==> src/uet_pkg.sv <==
package uet_pkg;
  // ----------------------------------------------------------------
  // register byte addresses
  // ----------------------------------------------------------------
  localparam logic [11:0] ADDR_STD_REPLY  = 12'h080;
  localparam logic [11:0] ADDR_SETUP_LO   = 12'h100;
  localparam logic [11:0] ADDR_SETUP_HI   = 12'h104;
  localparam logic [11:0] ADDR_EP_CFG     = 12'h300;
  localparam logic [11:0] ADDR_EP_CTRL    = 12'h304;
  localparam logic [11:0] ADDR_EP_STATUS  = 12'h30c;
  localparam logic [11:0] ADDR_FIFO_AVAIL = 12'h310;
  localparam logic [11:0] ADDR_FIFO_DATA  = 12'h318;

  // ----------------------------------------------------------------
  // field positions
  // ----------------------------------------------------------------
  localparam int STD_AUTO_ENUM  = 0;
  localparam int ST_OUT_TOKEN   = 0;
  localparam int ST_IN_TOKEN    = 1;
  localparam int ST_PKT_TX      = 2;
  localparam int ST_PKT_RX      = 3;
  localparam int ST_SETUP       = 4;
  localparam int ST_CTL_STATUS  = 5;
  localparam int ST_TIMEOUT     = 6;
  localparam int ST_NAK_SENT    = 7;
  localparam int CT_HALT        = 0;
  localparam int CT_HOLD        = 1;
  localparam int CT_VALIDATE    = 2;
  localparam int CFG_MPS_LSB    = 0;
  localparam int CFG_TYPE_LSB   = 16;
  localparam int CFG_DIR_BIT    = 18;

  // ----------------------------------------------------------------
  // reset values and counts
  // ----------------------------------------------------------------
  localparam logic [10:0] RST_MPS       = 11'h040;
  localparam logic [1:0]  RST_EP_TYPE   = 2'h0;
  localparam logic [3:0]  SETUP_BYTES   = 4'h8;

  // ----------------------------------------------------------------
  // codes
  // ----------------------------------------------------------------
  localparam logic [1:0] TOK_OUT   = 2'h0;
  localparam logic [1:0] TOK_IN    = 2'h1;
  localparam logic [1:0] TOK_SETUP = 2'h2;
  localparam logic [1:0] TOK_PING  = 2'h3;
  localparam logic [2:0] HS_ACK    = 3'h0;
  localparam logic [2:0] HS_NAK    = 3'h1;
  localparam logic [2:0] HS_NYET   = 3'h2;
  localparam logic [2:0] HS_STALL  = 3'h3;
  localparam logic [1:0] EPT_CTL   = 2'h0;
  localparam logic [1:0] EPT_ISO   = 2'h1;
  localparam logic [1:0] EPT_BULK  = 2'h2;
  localparam logic [1:0] EPT_INT   = 2'h3;

  typedef enum logic [3:0] {
    S_IDLE = 4'h1,
    S_RX   = 4'h2,
    S_TX   = 4'h4,
    S_WAIT = 4'h8
  } uet_state_t;
endpackage : uet_pkg

==> src/uet_engine.sv <==
// Behaviour
// errored OUT rewinds write pointer, no flag
// errored IN rewinds read pointer, resends
// retries accepted without any limit
// high-speed PING ACKed when full packet fits
// PING NAKed while full packet cannot fit
// OUT ACK if a full packet still fits, else NYET (high-speed only)
// IN sends max packet or validated short
// interrupt/iso max packet multiple of eight (not checked: ep_mps takes any value written to ADDR_EP_CFG)
// max packet size within per-type limits (not checked: any 11-bit ep_mps is accepted for every ep_type)
// non-control endpoints carry one direction only
// setup bytes held in CPU-readable bank
// setup detection sets status, interrupts CPU
// auto-enumerate bit lets device answer standard
// setup ACKed only when eight bytes intact
// setup flag set once eight bytes stored
// setup reception sets status-stage hold bit
// data OUT token flag, bytes into FIFO
// FIFO full on extra byte gives NAK
// NAKed or timed-out packet flushed, no flag
// halted endpoint stores nothing, answers STALL
// CPU halts on excess control write data
// status IN: flag, NAK until ready, ZLP
// transfer is setup, data, then status
`timescale 1ns/1ns
`default_nettype none
module uet_engine #(
  parameter int FIFO_AW = 6
) (
  // clock and reset
  input  wire logic        clk,
  input  wire logic        rst,
  // register port
  input  wire logic [11:0] reg_addr,
  input  wire logic [31:0] reg_wdata,
  input  wire logic        reg_wr,
  input  wire logic        reg_rd,
  output logic      [31:0] reg_rdata,
  // token from packet layer
  input  wire logic        tok_valid,
  input  wire logic [1:0]  tok_kind,
  input  wire logic        hs_mode,
  // received data packet
  input  wire logic        rx_valid,
  input  wire logic [7:0]  rx_data,
  input  wire logic        rx_end,
  input  wire logic        rx_ok,
  // transmitted data packet
  input  wire logic        tx_ready,
  output logic             tx_valid,
  output logic      [7:0]  tx_data,
  output logic             tx_last,
  output logic             tx_zlp,
  // host answer to our data
  input  wire logic        host_ack,
  input  wire logic        host_timeout,
  // handshake to packet layer
  output logic             hs_valid,
  output logic      [2:0]  hs_code,
  // cpu notification
  output logic             cpu_irq
);
  import uet_pkg::*;

  // ----------------------------------------------------------------
  // elaboration check
  // ----------------------------------------------------------------
  // fifo must hold at least a 64 byte control packet
  if (FIFO_AW < 6 || FIFO_AW > 11) begin : g_bad_aw
    $error("FIFO_AW out of range 6..11");
  end

  localparam logic [FIFO_AW:0] DEPTH = {1'b1, {FIFO_AW{1'b0}}};

  // ----------------------------------------------------------------
  // state
  // ----------------------------------------------------------------
  uet_state_t         state;
  logic [7:0]         mem [0:(1<<FIFO_AW)-1];
  logic [FIFO_AW:0]   wp, wp_base, rp, rp_base;
  logic [63:0]        setup_sh, setup_q;
  logic [3:0]         rx_cnt;
  logic               rx_setup, rx_drop, rx_ovf;
  logic [11:0]        tx_left;
  logic               tx_short, stat_zlp, ctl_wr_stage;
  logic               auto_enum;
  logic [10:0]        ep_mps;
  logic [1:0]         ep_type;
  logic               ep_dir_in;
  logic               halt, hold, validate;
  logic [7:0]         ep_status;

  // ----------------------------------------------------------------
  // derived terms
  // ----------------------------------------------------------------
  logic        is_ctl, dir_out_ok, dir_in_ok, full, out_pending;
  logic [11:0] mps12, room12, avail12, used_now12;
  logic        tok_take, rx_fin, ev_setup_ok, ev_out_ok, ev_out_bad;
  logic        ev_tx_done, ev_tx_fail, wr_byte, ovf_hit, tx_pop;
  logic        cpu_pop, cpu_push, auto_std, tx_end;

  assign is_ctl      = (ep_type == EPT_CTL);
  assign dir_out_ok  = is_ctl || !ep_dir_in;
  assign dir_in_ok   = is_ctl || ep_dir_in;
  assign mps12       = {1'b0, ep_mps};
  assign used_now12  = 12'(wp - rp_base);
  assign room12      = 12'(DEPTH) - used_now12;
  assign avail12     = 12'(wp_base - rp_base);
  assign full        = (wp - rp_base) == DEPTH;
  assign out_pending = (wp != rp_base);
  assign tok_take    = tok_valid && (state == S_IDLE || state == S_WAIT);
  assign rx_fin      = (state == S_RX) && rx_end;
  assign ev_setup_ok = rx_fin && rx_setup && rx_ok
                       && (rx_cnt == SETUP_BYTES);
  assign ev_out_ok   = rx_fin && !rx_setup && !rx_drop && rx_ok && !rx_ovf;
  assign ev_out_bad  = rx_fin && !rx_setup && !rx_drop
                       && (!rx_ok || rx_ovf);
  assign ev_tx_done  = (state == S_WAIT) && host_ack;
  assign ev_tx_fail  = (state == S_WAIT) && (host_timeout || tok_valid);
  assign wr_byte     = (state == S_RX) && rx_valid && !rx_setup
                       && !rx_drop && !rx_ovf && !full;
  assign ovf_hit     = (state == S_RX) && rx_valid && !rx_setup
                       && !rx_drop && full;
  assign tx_pop      = (state == S_TX) && (tx_left != 12'h000)
                       && (tx_ready || !tx_valid);
  assign tx_end      = (state == S_TX) && (tx_left == 12'h000)
                       && (tx_ready || !tx_valid);
  assign cpu_pop     = reg_rd && reg_addr == ADDR_FIFO_DATA
                       && (wp_base != rp_base)
                       && (state == S_IDLE || state == S_RX);
  assign cpu_push    = reg_wr && reg_addr == ADDR_FIFO_DATA && !full
                       && state != S_RX;
  assign auto_std    = auto_enum && (setup_sh[6:5] == 2'h0);

  // ----------------------------------------------------------------
  // token decision
  // ----------------------------------------------------------------
  uet_state_t tk_next;
  logic       tk_hs_v, tk_zlp, tk_stat;
  logic [2:0] tk_hs;
  logic [11:0] tk_len;

  always_comb begin
    tk_next = S_IDLE;
    tk_hs_v = 1'b0;
    tk_hs   = HS_NAK;
    tk_zlp  = 1'b0;
    tk_stat = 1'b0;
    tk_len  = 12'h000;
    case (tok_kind)
      TOK_SETUP: begin
        if (is_ctl) tk_next = S_RX;
      end
      TOK_OUT: begin
        if (dir_out_ok) tk_next = S_RX;
      end
      TOK_PING: begin
        if (hs_mode && dir_out_ok && (is_ctl || ep_type == EPT_BULK)) begin
          tk_hs_v = 1'b1;
          if (halt) tk_hs = HS_STALL;
          else if (room12 >= mps12) tk_hs = HS_ACK;
          else tk_hs = HS_NAK;
        end
      end
      default: begin
        if (dir_in_ok) begin
          if (is_ctl && ctl_wr_stage) begin
            tk_stat = 1'b1;
            if (halt) begin
              tk_hs_v = 1'b1;
              tk_hs   = HS_STALL;
            end else if (hold || out_pending) begin
              tk_hs_v = 1'b1;
            end else begin
              tk_zlp  = 1'b1;
              tk_next = S_WAIT;
            end
          end else if (halt) begin
            tk_hs_v = 1'b1;
            tk_hs   = HS_STALL;
          end else if (avail12 >= mps12) begin
            tk_len  = mps12;
            tk_next = S_TX;
          end else if (validate && avail12 != 12'h000) begin
            tk_len  = avail12;
            tk_next = S_TX;
          end else if (validate) begin
            tk_zlp  = 1'b1;
            tk_next = S_WAIT;
          end else begin
            tk_hs_v = 1'b1;
          end
        end
      end
    endcase
  end

  // ----------------------------------------------------------------
  // transaction sequencing
  // ----------------------------------------------------------------
  always_ff @(posedge clk or posedge rst) begin
    if (rst) begin
      state <= S_IDLE;
    end else if (tok_take) begin
      state <= tk_next;
    end else if (ev_tx_done || host_timeout && state == S_WAIT) begin
      state <= S_IDLE;
    end else if (rx_fin) begin
      state <= S_IDLE;
    end else if (tx_end) begin
      state <= S_WAIT;
    end
  end

  always_ff @(posedge clk or posedge rst) begin
    if (rst) begin
      rx_setup <= 1'b0;
      rx_drop  <= 1'b0;
      rx_ovf   <= 1'b0;
      rx_cnt   <= 4'h0;
      setup_sh <= 64'h0;
    end else if (tok_take) begin
      rx_setup <= (tok_kind == TOK_SETUP);
      rx_drop  <= (tok_kind == TOK_OUT) && halt;
      rx_ovf   <= 1'b0;
      rx_cnt   <= 4'h0;
    end else if (state == S_RX && rx_valid) begin
      if (ovf_hit) rx_ovf <= 1'b1;
      if (rx_setup && rx_cnt != 4'hf) begin
        setup_sh <= {rx_data, setup_sh[63:8]};
        rx_cnt   <= rx_cnt + 4'h1;
      end
    end
  end

  // ----------------------------------------------------------------
  // fifo and pointers
  // ----------------------------------------------------------------
  always_ff @(posedge clk) begin
    if (wr_byte) mem[wp[FIFO_AW-1:0]] <= rx_data;
    else if (cpu_push) mem[wp[FIFO_AW-1:0]] <= reg_wdata[7:0];
  end

  // rewinding to the committed base needs no retry count
  always_ff @(posedge clk or posedge rst) begin
    if (rst) begin
      wp      <= '0;
      wp_base <= '0;
    end else begin
      if (ev_out_bad) wp <= wp_base;
      else if (wr_byte || cpu_push) wp <= wp + 1'b1;
      if (ev_out_ok) wp_base <= wp;
      else if (cpu_push) wp_base <= wp + 1'b1;
    end
  end

  always_ff @(posedge clk or posedge rst) begin
    if (rst) begin
      rp      <= '0;
      rp_base <= '0;
    end else begin
      if (tok_take && tok_kind == TOK_IN) rp <= rp_base;
      else if (ev_tx_fail) rp <= rp_base;
      else if (tx_pop || cpu_pop) rp <= rp + 1'b1;
      if (ev_tx_done) rp_base <= rp;
      else if (cpu_pop) rp_base <= rp_base + 1'b1;
    end
  end

  // ----------------------------------------------------------------
  // transmit path
  // ----------------------------------------------------------------
  always_ff @(posedge clk or posedge rst) begin
    if (rst) begin
      tx_valid <= 1'b0;
      tx_data  <= 8'h00;
      tx_last  <= 1'b0;
      tx_zlp   <= 1'b0;
      tx_left  <= 12'h000;
      tx_short <= 1'b0;
      stat_zlp <= 1'b0;
    end else begin
      tx_zlp <= tok_take && tk_zlp;
      if (tok_take && (tk_next == S_TX || tk_zlp)) begin
        tx_left  <= tk_len;
        tx_short <= (tk_len < mps12) && !tk_stat;
        stat_zlp <= tk_stat;
      end else if (tx_pop) begin
        tx_left <= tx_left - 12'h001;
      end
      if (tx_pop) begin
        tx_valid <= 1'b1;
        tx_data  <= mem[rp[FIFO_AW-1:0]];
        tx_last  <= (tx_left == 12'h001);
      end else if (tx_ready) begin
        tx_valid <= 1'b0;
        tx_last  <= 1'b0;
      end
    end
  end

  // ----------------------------------------------------------------
  // handshakes
  // ----------------------------------------------------------------
  always_ff @(posedge clk or posedge rst) begin
    if (rst) begin
      hs_valid <= 1'b0;
      hs_code  <= HS_ACK;
    end else begin
      hs_valid <= 1'b0;
      if (tok_take && tk_hs_v) begin
        hs_valid <= 1'b1;
        hs_code  <= tk_hs;
      end else if (ev_setup_ok) begin
        hs_valid <= 1'b1;
        hs_code  <= HS_ACK;
      end else if (rx_fin && !rx_setup && rx_drop) begin
        hs_valid <= 1'b1;
        hs_code  <= HS_STALL;
      end else if (ev_out_bad && rx_ok) begin
        hs_valid <= 1'b1;
        hs_code  <= HS_NAK;
      end else if (ev_out_ok) begin
        hs_valid <= 1'b1;
        hs_code  <= (hs_mode && room12 < mps12) ? HS_NYET : HS_ACK;
      end
    end
  end

  // ----------------------------------------------------------------
  // setup bank and control state
  // ----------------------------------------------------------------
  always_ff @(posedge clk or posedge rst) begin
    if (rst) begin
      setup_q      <= 64'h0;
      ctl_wr_stage <= 1'b0;
    end else if (ev_setup_ok) begin
      setup_q      <= setup_sh;
      ctl_wr_stage <= !setup_sh[7];
    end else if (ev_tx_done && stat_zlp) begin
      ctl_wr_stage <= 1'b0;
    end
  end

  always_ff @(posedge clk or posedge rst) begin
    if (rst) begin
      halt     <= 1'b0;
      hold     <= 1'b0;
      validate <= 1'b0;
    end else begin
      if (ev_setup_ok) halt <= 1'b0;
      else if (reg_wr && reg_addr == ADDR_EP_CTRL) halt <= reg_wdata[CT_HALT];
      // hardware set of hold beats a cpu clear in the same cycle
      if (ev_setup_ok && !auto_std) hold <= 1'b1;
      else if (ev_setup_ok) hold <= 1'b0;
      else if (reg_wr && reg_addr == ADDR_EP_CTRL) hold <= reg_wdata[CT_HOLD];
      if (reg_wr && reg_addr == ADDR_EP_CTRL && reg_wdata[CT_VALIDATE])
        validate <= 1'b1;
      else if (ev_tx_done && tx_short) validate <= 1'b0;
      else if (reg_wr && reg_addr == ADDR_EP_CTRL) validate <= 1'b0;
    end
  end

  always_ff @(posedge clk or posedge rst) begin
    if (rst) begin
      auto_enum <= 1'b0;
      ep_mps    <= RST_MPS;
      ep_type   <= RST_EP_TYPE;
      ep_dir_in <= 1'b0;
    end else if (reg_wr && reg_addr == ADDR_STD_REPLY) begin
      auto_enum <= reg_wdata[STD_AUTO_ENUM];
    end else if (reg_wr && reg_addr == ADDR_EP_CFG) begin
      ep_mps    <= reg_wdata[CFG_MPS_LSB +: 11];
      ep_type   <= reg_wdata[CFG_TYPE_LSB +: 2];
      ep_dir_in <= reg_wdata[CFG_DIR_BIT];
    end
  end

  // ----------------------------------------------------------------
  // status, write one to clear, set wins
  // ----------------------------------------------------------------
  logic [7:0] set_vec, clr_vec;

  always_comb begin
    set_vec = 8'h00;
    set_vec[ST_OUT_TOKEN]  = tok_take && tok_kind == TOK_OUT
                             && dir_out_ok;
    set_vec[ST_IN_TOKEN]   = tok_take && tok_kind == TOK_IN && dir_in_ok;
    set_vec[ST_PKT_TX]     = ev_tx_done;
    set_vec[ST_PKT_RX]     = ev_out_ok;
    set_vec[ST_SETUP]      = ev_setup_ok && !auto_std;
    set_vec[ST_CTL_STATUS] = tok_take && tk_stat;
    set_vec[ST_TIMEOUT]    = (ev_out_bad && !rx_ok) || ev_tx_fail;
    set_vec[ST_NAK_SENT]   = hs_valid && hs_code == HS_NAK;
    clr_vec = (reg_wr && reg_addr == ADDR_EP_STATUS) ? reg_wdata[7:0]
                                                     : 8'h00;
  end

  always_ff @(posedge clk or posedge rst) begin
    if (rst) ep_status <= 8'h00;
    else ep_status <= (ep_status & ~clr_vec) | set_vec;
  end

  always_ff @(posedge clk or posedge rst) begin
    if (rst) cpu_irq <= 1'b0;
    else cpu_irq <= ep_status[ST_SETUP] || ep_status[ST_PKT_RX]
                    || ep_status[ST_PKT_TX]
                    || ep_status[ST_CTL_STATUS];
  end

  // ----------------------------------------------------------------
  // register read
  // ----------------------------------------------------------------
  always_ff @(posedge clk or posedge rst) begin
    if (rst) begin
      reg_rdata <= 32'h0;
    end else if (reg_rd) begin
      if (reg_addr == ADDR_STD_REPLY) reg_rdata <= {31'h0, auto_enum};
      else if (reg_addr == ADDR_SETUP_LO) reg_rdata <= setup_q[31:0];
      else if (reg_addr == ADDR_SETUP_HI) reg_rdata <= setup_q[63:32];
      else if (reg_addr == ADDR_EP_CFG)
        reg_rdata <= {13'h0, ep_dir_in, ep_type, 5'h0, ep_mps};
      else if (reg_addr == ADDR_EP_CTRL)
        reg_rdata <= {29'h0, validate, hold, halt};
      else if (reg_addr == ADDR_EP_STATUS) reg_rdata <= {24'h0, ep_status};
      else if (reg_addr == ADDR_FIFO_AVAIL) reg_rdata <= {20'h0, avail12};
      else if (reg_addr == ADDR_FIFO_DATA)
        reg_rdata <= {24'h0, mem[rp[FIFO_AW-1:0]]};
      else reg_rdata <= 32'h0;
    end else begin
      reg_rdata <= 32'h0;
    end
  end
endmodule : uet_engine
`default_nettype wire

==> config.mk <==
export PLATFORM = sky130hd
export DESIGN_NAME = uet_engine
export DESIGN_NICKNAME = d
export VERILOG_FILES = /design/src/uet_pkg.sv /design/src/uet_engine.sv
export SDC_FILE = /design/constraint.sdc
export NUM_CORES = 1
export LEC_CHECK = 0
export ABC_CLOCK_PERIOD_IN_PS = 20400
export BUFFER_PORTS_ARGS = -buffer_cell sky130_fd_sc_hd__buf_2
export CAP_MARGIN = 15
export CORE_MARGIN = 2
export CORE_UTILIZATION = 50
export CTS_BUF_LIST = sky130_fd_sc_hd__clkbuf_8
export CTS_CLUSTER_SIZE = 14
export DETAILED_ROUTE_END_ITERATION = 6
export HOLD_SLACK_MARGIN = 0.06
export PLACE_DENSITY_LB_ADDON = 0.15
export SYNTH_ARGS = -nofsm -noshare
export SYNTH_HDL_FRONTEND = slang
export SYNTH_SLANG_ARGS = --single-unit
==> constraint.sdc <==
create_clock -name clk -period 20.4 [get_ports clk]
set_clock_uncertainty 0.15 [all_clocks]
set_input_delay 1.02 -clock clk [delete_from_list [all_inputs] [get_ports clk]]
set_output_delay 1.02 -clock clk [all_outputs]
set_load 0.02 [all_outputs]
==> results of run 1 <==
## area by class of cell
| class | instances | area (um2) |
|---|---|---|
| Antenna cell | 1 | 2.50 |
| Clock buffer | 141 | 1940 |
| Clock inverter | 81 | 526 |
| Fill cell | 5192 | 28100 |
| Inverter | 52 | 203 |
| Multi-Input combinational cell | 1215 | 10400 |
| Sequential cell | 767 | 21800 |
| Tap cell | 855 | 1070 |
| Timing Repair Buffer | 121 | 686 |
## power by group
group	switching, mW	internal (mW)	total, mW
logic	0.859	0.647	1.51
registers	0.112	1.73	1.84
clock network	0.616	0.692	1.31
total	1.59	3.07	4.65
## path summary, 6_finish.rpt
path | from | end | slack [ns] | cells past startpoint
setup / recovery | rp_base[0] | tx_short | 14.62 | 19
hold / removal | rst | ctl_wr_stage | 0.21 | 2
setup reg to reg | rp_base[0] | tx_short | 14.62 | 19
hold reg to reg | setup_sh[2] | setup_q[2] | 0.32 | 2
max in group asynchronous | rst | setup_q[4] | 18.59 | 3
min in group clk | setup_sh[2] | setup_q[2] | 0.32 | 2
## worst reg2reg max path, stage by stage (launching register included)
cell,delay [ns]
dfrtp_1,0.51
ha_1,0.22
inv_1,0.05
fa_1,0.40
a211o_1,0.35
and3_1,0.23
o311ai_4,0.45
ha_1,0.35
a41oi_1,0.20
o31ai_1,0.14
a21oi_2,0.80
mux2i_1,0.48
nor2_1,0.10
ha_1,0.31
nand4_1,0.09
a211oi_1,0.28
nand2_1,0.10
o2111ai_1,0.12
o2bb2ai_1,0.09
mux2_2,0.26
## stage by stage
step	util	total power, mW
finish	0.566	4.65
detailed placement	0.527	3.38
global placement	0.527	3.35
floorplan	-	2.93
global route	0.566	4.90
CTS	0.566	4.69
## layer usage
metal / GRT usage / vias up / wire (um) / share of wire
met4: 0.0821 / 0 / 2130 / 0.027
met2: 0.379 / 691 / 37900 / 0.48
li1: - / 8486 / - / -
met1: 0.335 / 9740 / 33600 / 0.42
met3: 0.0459 / 130 / 5460 / 0.069
met5: 0 / - / 0 / 0
## placed cells by master (no fill, tap or decap), types with 20 or more instances in the layout
cell and n:
a21oi_1 43, a22oi_1 32, buf_2 94, buf_4 26, clkbuf_8 141, dfrtp_1 250
edfxtp_1 512, ha_1 52, inv_1 87, mux2_2 96, mux2i_1 20, mux4_2 160
nand2_1 279, nand3_1 37, nor2_1 155, nor3_1 20, o21ai_0 56, xnor2_1 20
## cells by family (layout without fill, tap and decap cells)
logic type                 Yosys count  after routing  synth area share
adders and majority gates           54             54            0.0210
other                                1              2          0.000114
muxes                              276            276             0.149
xor gates and xnor gates            35             35           0.00957
buffers and inverters              155            395            0.0215
AOI/OAI and AO/OA                  252            252            0.0554
DFF                                767            767             0.663
and+or+nand+nor                    597            597            0.0808
## sequential cells by signal (all words and copies together) (netlist names), 2 cells and up
signal and count:
mem 512, setup_q 64, setup_sh 64, reg_rdata 32, tx_left 12, ep_mps 11
ep_status 8, tx_data 8, rp 7, rp_base 7, wp 7, wp_base 7
rx_cnt 4, state 4, ep_type 2, hs_code 2
==> flow_metrics.py, run 1 <==
metrics = {
    "clock_tree": {
        "post_cts_buffers": 0,
        "insertion_delay_ns": 0.76,
        "cts_tree": "built",
        "h-tree-depth": 4,
        "cts_inserted_buffers": 130,
        "cts.clk_slew.worst_paths_ns": 0.06,
        "postCtsHoldBufs": 0,
        "cts_resized": 0,
        "cts_sinks": 767,
        "root_buffer": "clkbuf_8",
        "clk_path_buf_depth": 3,
    },
    "power": {
        "irDropWorstVdd_mv": 0.0798,
        "p_leak_nw": 14.0,
        "power_density_mw_per_mm2": 127,
    },
    "setup_path": {
        "crit_type": "reg -> reg",
        "crit_buf_inv": 1,
        "crit_required_ns": 20.89,
        "path_max_fanout": 19,
        "arrival_ns": 6.27,
        "slowest_stage": "a21oi_2",
        "cp-start-kind": "flop",
        "endpoint_kind": "flop",
        "critPathMaxStageDelay_ns": 0.80,
        "cpMostUsedCell": "ha_1",
        "cpLargestDelayFamily": "compound AO/OA/AOI/OAI gates",
        "crit_chain": "ha_1 > inv_1 > fa_1 > a211o_1 > and3_1 > o311ai_4 > ha_1 > a41oi_1 > o31ai_1 > a21oi_2 > mux2i_1 > nor2_1 > ha_1 > nand4_1 > a211oi_1 > nand2_1 > o2111ai_1 > o2bb2ai_1 > mux2_2",
    },
    "placed_design": {
        "place_area_mm2": 0.0341,
        "place_hpwl_mm": 50.1,
        "gp_congestion": 0.902,
        "dp_cells": 3010,
        "detailedPlace.worstSlack_ns": 14.60,
        "io_buffers": 94,
    },
    "route": {
        "first_iter_violations": 1974,
        "postRouteAntennaNets": 0,
        "wire_per_inst_um": 24.5,
        "wl_mm": 79.1,
        "drc_errors": 1,
        "avgViaCountPerCell": 5.89,
        "firstDrtPassIters": 7,
        "num_vias": 19000,
    },
    "timing": {
        "hold_violations": 0,
        "finalSetupViolCount": 0,
        "fin_ws_ns": 14.62,
        "rsz0062_at_grt": "false",
        "slew_viol_final": 0,
        "finalCritPeriodShare": 0.283,
        "relSlewSlack": 0.300,
        "tns_ns": 0,
        "whs_ns": 0.210,
        "worst_slew_pin_slew_ns": 1.05,
        "min_period_ns": 5.78,
        "fmax_mhz": 173,
    },
    "die": {
        "fp.dieArea_mm2": 0.0677,
        "initial_core_util": 0.507,
        "num_rows": 93,
        "coreArea_mm2": 0.0647,
        "io_pins": 114,
        "fp.dieH_um": 260,
        "die_w_um": 260,
    },
    "grt": {
        "grt_pass1_wl_mm": 120,
        "grt_max_degree": 177,
        "overflow": 0,
        "antenna_found_initial": 1,
        "grt_pass1_vias": 19200,
        "grt.total_usage": 0.239,
    },
    "yosys": {
        "ys_seq_area_frac": 0.663,
        "ys_ff_latch": 767,
        "synth_fp_nets": 2257,
        "syn-cell-area_mm2": 0.0328,
        "avgSynthCellArea_um2": 15.4,
        "ys_warn_count": 0,
        "synth_edf_count": 512,
        "synth_area_leaders": "edfxtp_1 (47%), dfrtp_1 (19%), mux4_2 (11%)",
        "synth_flop_cell": "edfxtp_1",
        "synthCells": 2137,
        "synth_most_common_cell": "edfxtp_1",
        "yosys-top-cells-count": "edfxtp_1 (512), nand2_1 (279), dfrtp_1 (253)",
        "synth_cell_types": 84,
        "synth_top_cell_by_area": "edfxtp_1",
        "synth_top_area_share": 0.468,
        "async_flop_share": 0.332,
    },
    "layout": {
        "drive_above_1_share": 0.244,
        "fin_area_mm2": 0.0366,
        "final_nets": 2407,
        "stdcell_count": 3233,
        "area_delta_synth_final_pct": 11.5,
    },
    "job": {
        "maxCapViolCount": 0,
    },
    "outcome": {
        "outcome": "finished, violations left",
        "violations": "design-rule violations",
    },
    "hold_path": {
        "hold_path_class": "in -> async",
    },
}
(Power assumes the default switching activity.)
==> inputs of run 2 (changes only) <==
--- a/config.mk
+++ b/config.mk
@@ -5,7 +5,7 @@
 export SDC_FILE = /design/constraint.sdc
 export NUM_CORES = 1
 export LEC_CHECK = 0
-export ABC_CLOCK_PERIOD_IN_PS = 20400
+export ABC_CLOCK_PERIOD_IN_PS = 5200
 export BUFFER_PORTS_ARGS = -buffer_cell sky130_fd_sc_hd__buf_2
 export CAP_MARGIN = 15
 export CORE_MARGIN = 2
==> constraint.sdc (replaced) <==
create_clock -name clk -period 5.2 [get_ports clk]
set_clock_uncertainty 0.15 [all_clocks]
set_input_delay 0.26 -clock clk [delete_from_list [all_inputs] [get_ports clk]]
set_output_delay 0.26 -clock clk [all_outputs]
set_load 0.02 [all_outputs]
==> run 2 against run 1 <==
Net effect: the run still ends with design-rule violations left; flip-flop and latch count unchanged; routed wire length up 4.7%; register-to-register slack worse by 14 ns; die area unchanged; core utilization up 2.2 points; worst setup slack worse by 14 ns; critical path type is now in -> reg; largest cell class unchanged; clock-buffer cell count up 5; worst hold slack worse by 0.10 ns.
==> flow_metrics.py, run 2 (synthesis gave the netlist of run 1 again) <==
metrics = {
    "setup_path": {
        "cp-start-kind": "input port",
        "crit_path_start": "reg_addr[6]",
        "crit_required_ns": 5.45,
        "endpoint_kind": "flop",
        "arrival_ns": 5.15,
        "crit_type": "in -> reg",
        "r2r-start": "wp_base[0]",
        "r2r_slack_ns": 0.34,
        "r2r_end": "tx_short",
        "endpoint": "mem[40][1]",
        "reg2regPathDepth": 21,
        "path_max_fanout": 10,
    },
    "timing": {
        "tns_ns": 0,
        "finalSetupViolCount": 0,
        "finalCritPeriodShare": 0.943,
        "whs_ns": 0.111,
        "slew_viol_final": 0,
        "worst_slew_pin_slew_ns": 1.08,
        "relSlewSlack": 0.277,
        "hold_violations": 0,
        "rsz0062_at_grt": "false",
        "fin_ws_ns": 0.296,
        "fmax_mhz": 204,
        "min_period_ns": 4.90,
    },
    "outcome": {
        "violations": "design-rule violations",
        "outcome": "finished, violations left",
    },
    "placed_design": {
        "gp_congestion": 0.923,
        "detailedPlace.worstSlack_ns": 0.223,
        "place_hpwl_mm": 53.4,
        "io_buffers": 94,
    },
    "grt": {
        "grt.total_usage": 0.250,
        "grt_max_degree": 157,
        "grt_pass1_wl_mm": 125,
        "antenna_found_initial": 1,
        "grt_pass1_vias": 20100,
        "overflow": 0,
    },
    "die": {
        "fp.dieArea_mm2": 0.0677,
        "num_rows": 93,
        "die_w_um": 260,
        "initial_core_util": 0.507,
        "fp.dieH_um": 260,
        "io_pins": 114,
        "coreArea_mm2": 0.0647,
    },
    "route": {
        "avgViaCountPerCell": 5.86,
        "drc_errors": 10,
        "wire_per_inst_um": 24.3,
        "first_iter_violations": 1846,
        "firstDrtPassIters": 7,
        "highest_layer": "met4",
        "wl_met3_mm": 5.17,
        "wl_mm": 82.8,
        "met1_length_mm": 35.3,
        "postRouteAntennaNets": 0,
        "wl_met2_mm": 40.0,
        "num_vias": 19900,
    },
    "layout": {
        "largest_reg_flops": 512,
        "area_delta_synth_final_pct": 15.9,
        "layout_common_cells": "edfxtp_1 (512), nand2_1 (279), dfrtp_1 (250), mux4_2 (160), nor2_1 (155)",
        "final_common_cell": "edfxtp_1",
        "final_nets": 2569,
        "fill_cells": 5070,
        "drive_above_1_share": 0.262,
    },
    "power": {
        "irDropWorstVdd_mv": 0.374,
        "p_leak_nw": 14.9,
        "power_density_mw_per_mm2": 489,
        "p_total_mw": 18.6,
    },
    "clock_tree": {
        "cts_tree": "built",
        "clk_path_buf_depth": 3,
        "cts_sinks": 767,
        "cts.clk_slew.worst_paths_ns": 0.06,
        "h-tree-depth": 4,
        "root_buffer": "clkbuf_8",
        "insertion_delay_ns": 0.79,
        "cts_inserted_buffers": 131,
    },
    "hold_path": {
        "min_path_cells": 3,
        "hold_path_class": "in -> reg",
    },
    "job": {
        "maxCapViolCount": 0,
    },
}
[run 2: per-layer routing]
metal  up-vias  GRT usage
met1     10200      0.346
li1       8827          -
met4         0     0.0902
met5         -          0
met2       753      0.401
met3       153     0.0436
[run 2: worst min-delay path by stage]
stage                     slack [ns]           from            to
after floorplan                 0.23         reg_rd  reg_rdata[0]
after global placement          0.14            rst      stat_zlp
after detailed placement        0.15            rst      stat_zlp
after CTS                       0.06  reg_wdata[16]    ep_type[0]
after global routing            0.12  reg_wdata[10]    ep_mps[10]
final                           0.11  reg_wdata[10]    ep_mps[10]
[run 2: power breakdown]
group	total [mW]	switching (mW)	internal, mW	leakage (nW)
registers	7.30	0.521	6.78	8.05
logic	6.23	3.42	2.81	5.38
clock network	5.07	2.43	2.64	1.42
[run 2: metrics by stage]
| stage | cells | area, um2 | utilization |
|---|---|---|---|
| 6_report | 3403 | 38000 | 0.588 |
| 5_1_grt | 3402 | 38000 | 0.588 |
| 4_1_cts | 3397 | 38000 | 0.587 |
| 3_5_place_dp | 3101 | 34900 | 0.539 |
| 3_3_place_gp | 3101 | 34900 | 0.539 |
| 2_1_floorplan | 2137 | 32800 | - |
[run 2: worst max-delay path, stage by stage]
cell           delay, ns
dlygate4sd3_1       0.53
buf_2               0.12
nor4_1              0.44
dlygate4sd3_1       0.67
and4_1              0.19
dlygate4sd3_1       0.56
buf_4               0.23
nand2_1             0.07
o21ai_1             0.09
buf_4               0.18
o31a_1              0.37
nand3_1             0.57
nor2_1              0.86
[run 2: repair_timing]
item / CTS / global route
gates resized for setup: 0 / 3
hold endpoints to repair: 348 / 0
setup buffers: 0 / 1
hold buffers: 68 / 0
endpoints found under the setup margin: 0 / 1
[run 2: final cells by class]
| class | instances | area (um2) | share of cell area |
|---|---|---|---|
| sequential | 767 | 21800 | 0.572 |
| timing repair buffer | 282 | 2140 | 0.0562 |
| tap | 855 | 1070 | 0.0281 |
| multi-input combinational | 1215 | 10400 | 0.274 |
| inverter | 52 | 199 | 0.00523 |
| clock buffer | 146 | 2010 | 0.0528 |
| antenna | 4 | 10.0 | 0.000263 |
| clock inverter | 82 | 434 | 0.0114 |
==> inputs of run 3 (changes only) <==
--- a/config.mk
+++ b/config.mk
@@ -15,6 +15,7 @@
 export DETAILED_ROUTE_END_ITERATION = 6
 export HOLD_SLACK_MARGIN = 0.06
 export PLACE_DENSITY_LB_ADDON = 0.15
+export RECOVER_POWER = 100
 export SYNTH_ARGS = -nofsm -noshare
 export SYNTH_HDL_FRONTEND = slang
 export SYNTH_SLANG_ARGS = --single-unit
==> run 3 against run 2 <==
Net effect: highest routed layer unchanged; largest power group unchanged; flip-flop and latch count did not move; register-to-register slack got worse by 0.06 ns; the flow finishes with violations (max-capacitance violations, max-slew violations); combinational power fell by 1%; global-route usage did not move; critical endpoint is now mem[18][1].
==> flow_metrics.py, run 3 (synthesis gave the netlist of run 1 again) <==
metrics = {
    "route": {
        "firstDrtPassIters": 7,
        "num_vias": 19900,
        "wire_per_inst_um": 24.3,
        "postRouteAntennaNets": 0,
        "wl_mm": 82.8,
        "avgViaCountPerCell": 5.85,
        "drc_errors": 0,
        "first_iter_violations": 1812,
    },
    "placed_design": {
        "place_hpwl_mm": 53.4,
        "io_buffers": 94,
        "gp_congestion": 0.923,
    },
    "timing": {
        "min_period_ns": 4.93,
        "worst_slew_pin_slew_ns": 2.22,
        "finalCritPeriodShare": 0.949,
        "rsz0062_at_grt": "false",
        "hold_violations": 0,
        "relSlewSlack": -0.481,
        "fmax_mhz": 203,
        "finalSetupViolCount": 0,
        "tns_ns": 0,
        "slew_viol_final": 361,
    },
    "layout": {
        "area_delta_synth_final_pct": 14.6,
        "final_nets": 2569,
        "largest_reg_flops": 512,
        "drive_above_1_share": 0.210,
        "final_common_cell": "edfxtp_1",
        "layout_common_cells": "edfxtp_1 (512), nand2_1 (279), dfrtp_1 (250), mux4_2 (160), nor2_1 (155)",
        "fin_util": 0.582,
    },
    "die": {
        "coreArea_mm2": 0.0647,
        "fp.dieArea_mm2": 0.0677,
        "fp.dieH_um": 260,
        "io_pins": 114,
        "num_rows": 93,
        "initial_core_util": 0.507,
        "die_w_um": 260,
    },
    "power": {
        "p_leak_nw": 14.3,
        "p_total_mw": 18.5,
        "irDropWorstVdd_mv": 0.376,
        "power_density_mw_per_mm2": 492,
    },
    "setup_path": {
        "crit_required_ns": 5.46,
        "crit_type": "in -> reg",
        "r2r-start": "wp[0]",
        "path_max_fanout": 10,
        "slowest_stage": "dlygate4sd3_1",
        "r2r_slack_ns": 0.28,
        "endpoint_kind": "flop",
        "critPathMaxStageDelay_ns": 0.66,
        "cpMostUsedCell": "dlygate4sd3_1",
        "crit_chain": "dlygate4sd3_1 > buf_2 > nor4_1 > dlygate4sd3_1 > and4_1 > dlygate4sd3_1 > buf_4 > nand2_1 > o21ai_0 > buf_4 > o31a_1 > nand3_1 > clkbuf_1 > nor2_1 > clkbuf_1",
        "cpLargestDelayFamily": "buffers and inverters",
        "r2r_end": "mem[55][6]",
        "reg2regPathDepth": 12,
        "cp-start-kind": "input port",
        "arrival_ns": 5.20,
        "crit_buf_inv": 8,
    },
    "grt": {
        "overflow": 0,
        "grt_pass1_wl_mm": 125,
        "grt_pass1_vias": 20100,
        "grt_max_degree": 157,
        "met3_usage": 0.0436,
        "top_usage_layer": "met2",
        "antenna_found_initial": 1,
        "grt.total_usage": 0.250,
        "use_met2": 0.401,
        "grt.met1_usage": 0.346,
    },
    "hold_path": {
        "hold_start": "reg_wdata[10]",
        "min_path_cells": 3,
        "worst_hold_path.endpoint": "ep_mps[10]",
        "hold_path_class": "in -> reg",
    },
    "job": {
        "maxCapViolCount": 6,
    },
    "clock_tree": {
        "cts_sinks": 767,
        "cts_inserted_buffers": 131,
        "root_buffer": "clkbuf_8",
        "insertion_delay_ns": 0.79,
        "h-tree-depth": 4,
        "clk_path_buf_depth": 3,
        "cts_tree": "built",
        "cts.clk_slew.worst_paths_ns": 0.06,
    },
    "outcome": {
        "outcome": "finished, violations left",
        "violations": "max-capacitance violations, max-slew violations",
    },
}
-- run 3: repair_timing --
item                                   in CTS  in global routing
setup endpoints to repair                   0                  1
hold buffers                               68                  0
buffers inserted                            0                  1
endpoints found under the hold margin     348                  0
resized for setup                           0                  3
-- run 3: per-layer routing --
metal | vias up | part of all wire
met5 | - | 0
met4 | 0 | 0.027
met3 | 151 | 0.063
met2 | 763 | 0.48
met1 | 10200 | 0.43
li1 | 8833 | -
-- run 3: how the worst max path moves through the flow --
stage	start	endpoint	slack, ns	cells past startpoint
after floorplan	rp_base[0]	tx_short	0.27	22
after global placement	wp_base[0]	tx_short	0.25	22
after detailed placement	rp_base[4]	tx_short	0.22	19
after CTS	rp_base[4]	tx_short	0.21	20
after global routing	wp_base[0]	tx_short	0.03	21
final	reg_addr[6]	mem[18][1]	0.27	15
-- run 3: layout make-up --
class	count	area [um2]
Tap cell	855	1070
Inverter	52	196
Sequential cell	767	21800
Clock inverter	82	434
Clock buffer	146	2010
Antenna cell	5	12.5
Multi-Input combinational cell	1215	10400
Timing Repair Buffer	282	1780
Fill cell	5186	27100
-- run 3: worst register-to-register path: stages, from the launching register on --
cell and delay (ns):
dfrtp_1 0.47, inv_1 0.19, ha_1 0.19, inv_1 0.06
fa_1 0.41, a211oi_1 0.29, nor2_1 0.10, xor2_1 0.19
or3_1 0.51, clkbuf_1 0.22, o311ai_1 1.10, clkbuf_2 0.45
nor2_1 0.26
-- run 3: power by group --
part	switching [mW]	internal [mW]
clock network	2.43	2.64
logic	3.40	2.78
registers	0.516	6.77
total	6.34	12.2
-- run 3: per-stage QoR --
step | hold slack [ns] | setup slack [ns] | cell area (um2) | instances
after floorplan | 0.232 | 0.272 | 32800 | 2137
after global placement | 0.136 | 0.247 | 34900 | 3101
after detailed placement | 0.145 | 0.223 | 34900 | 3101
after CTS | 0.0604 | 0.212 | 38000 | 3397
after global routing | 0.124 | 0.0295 | 37600 | 3402
final | 0.103 | 0.266 | 37600 | 3404
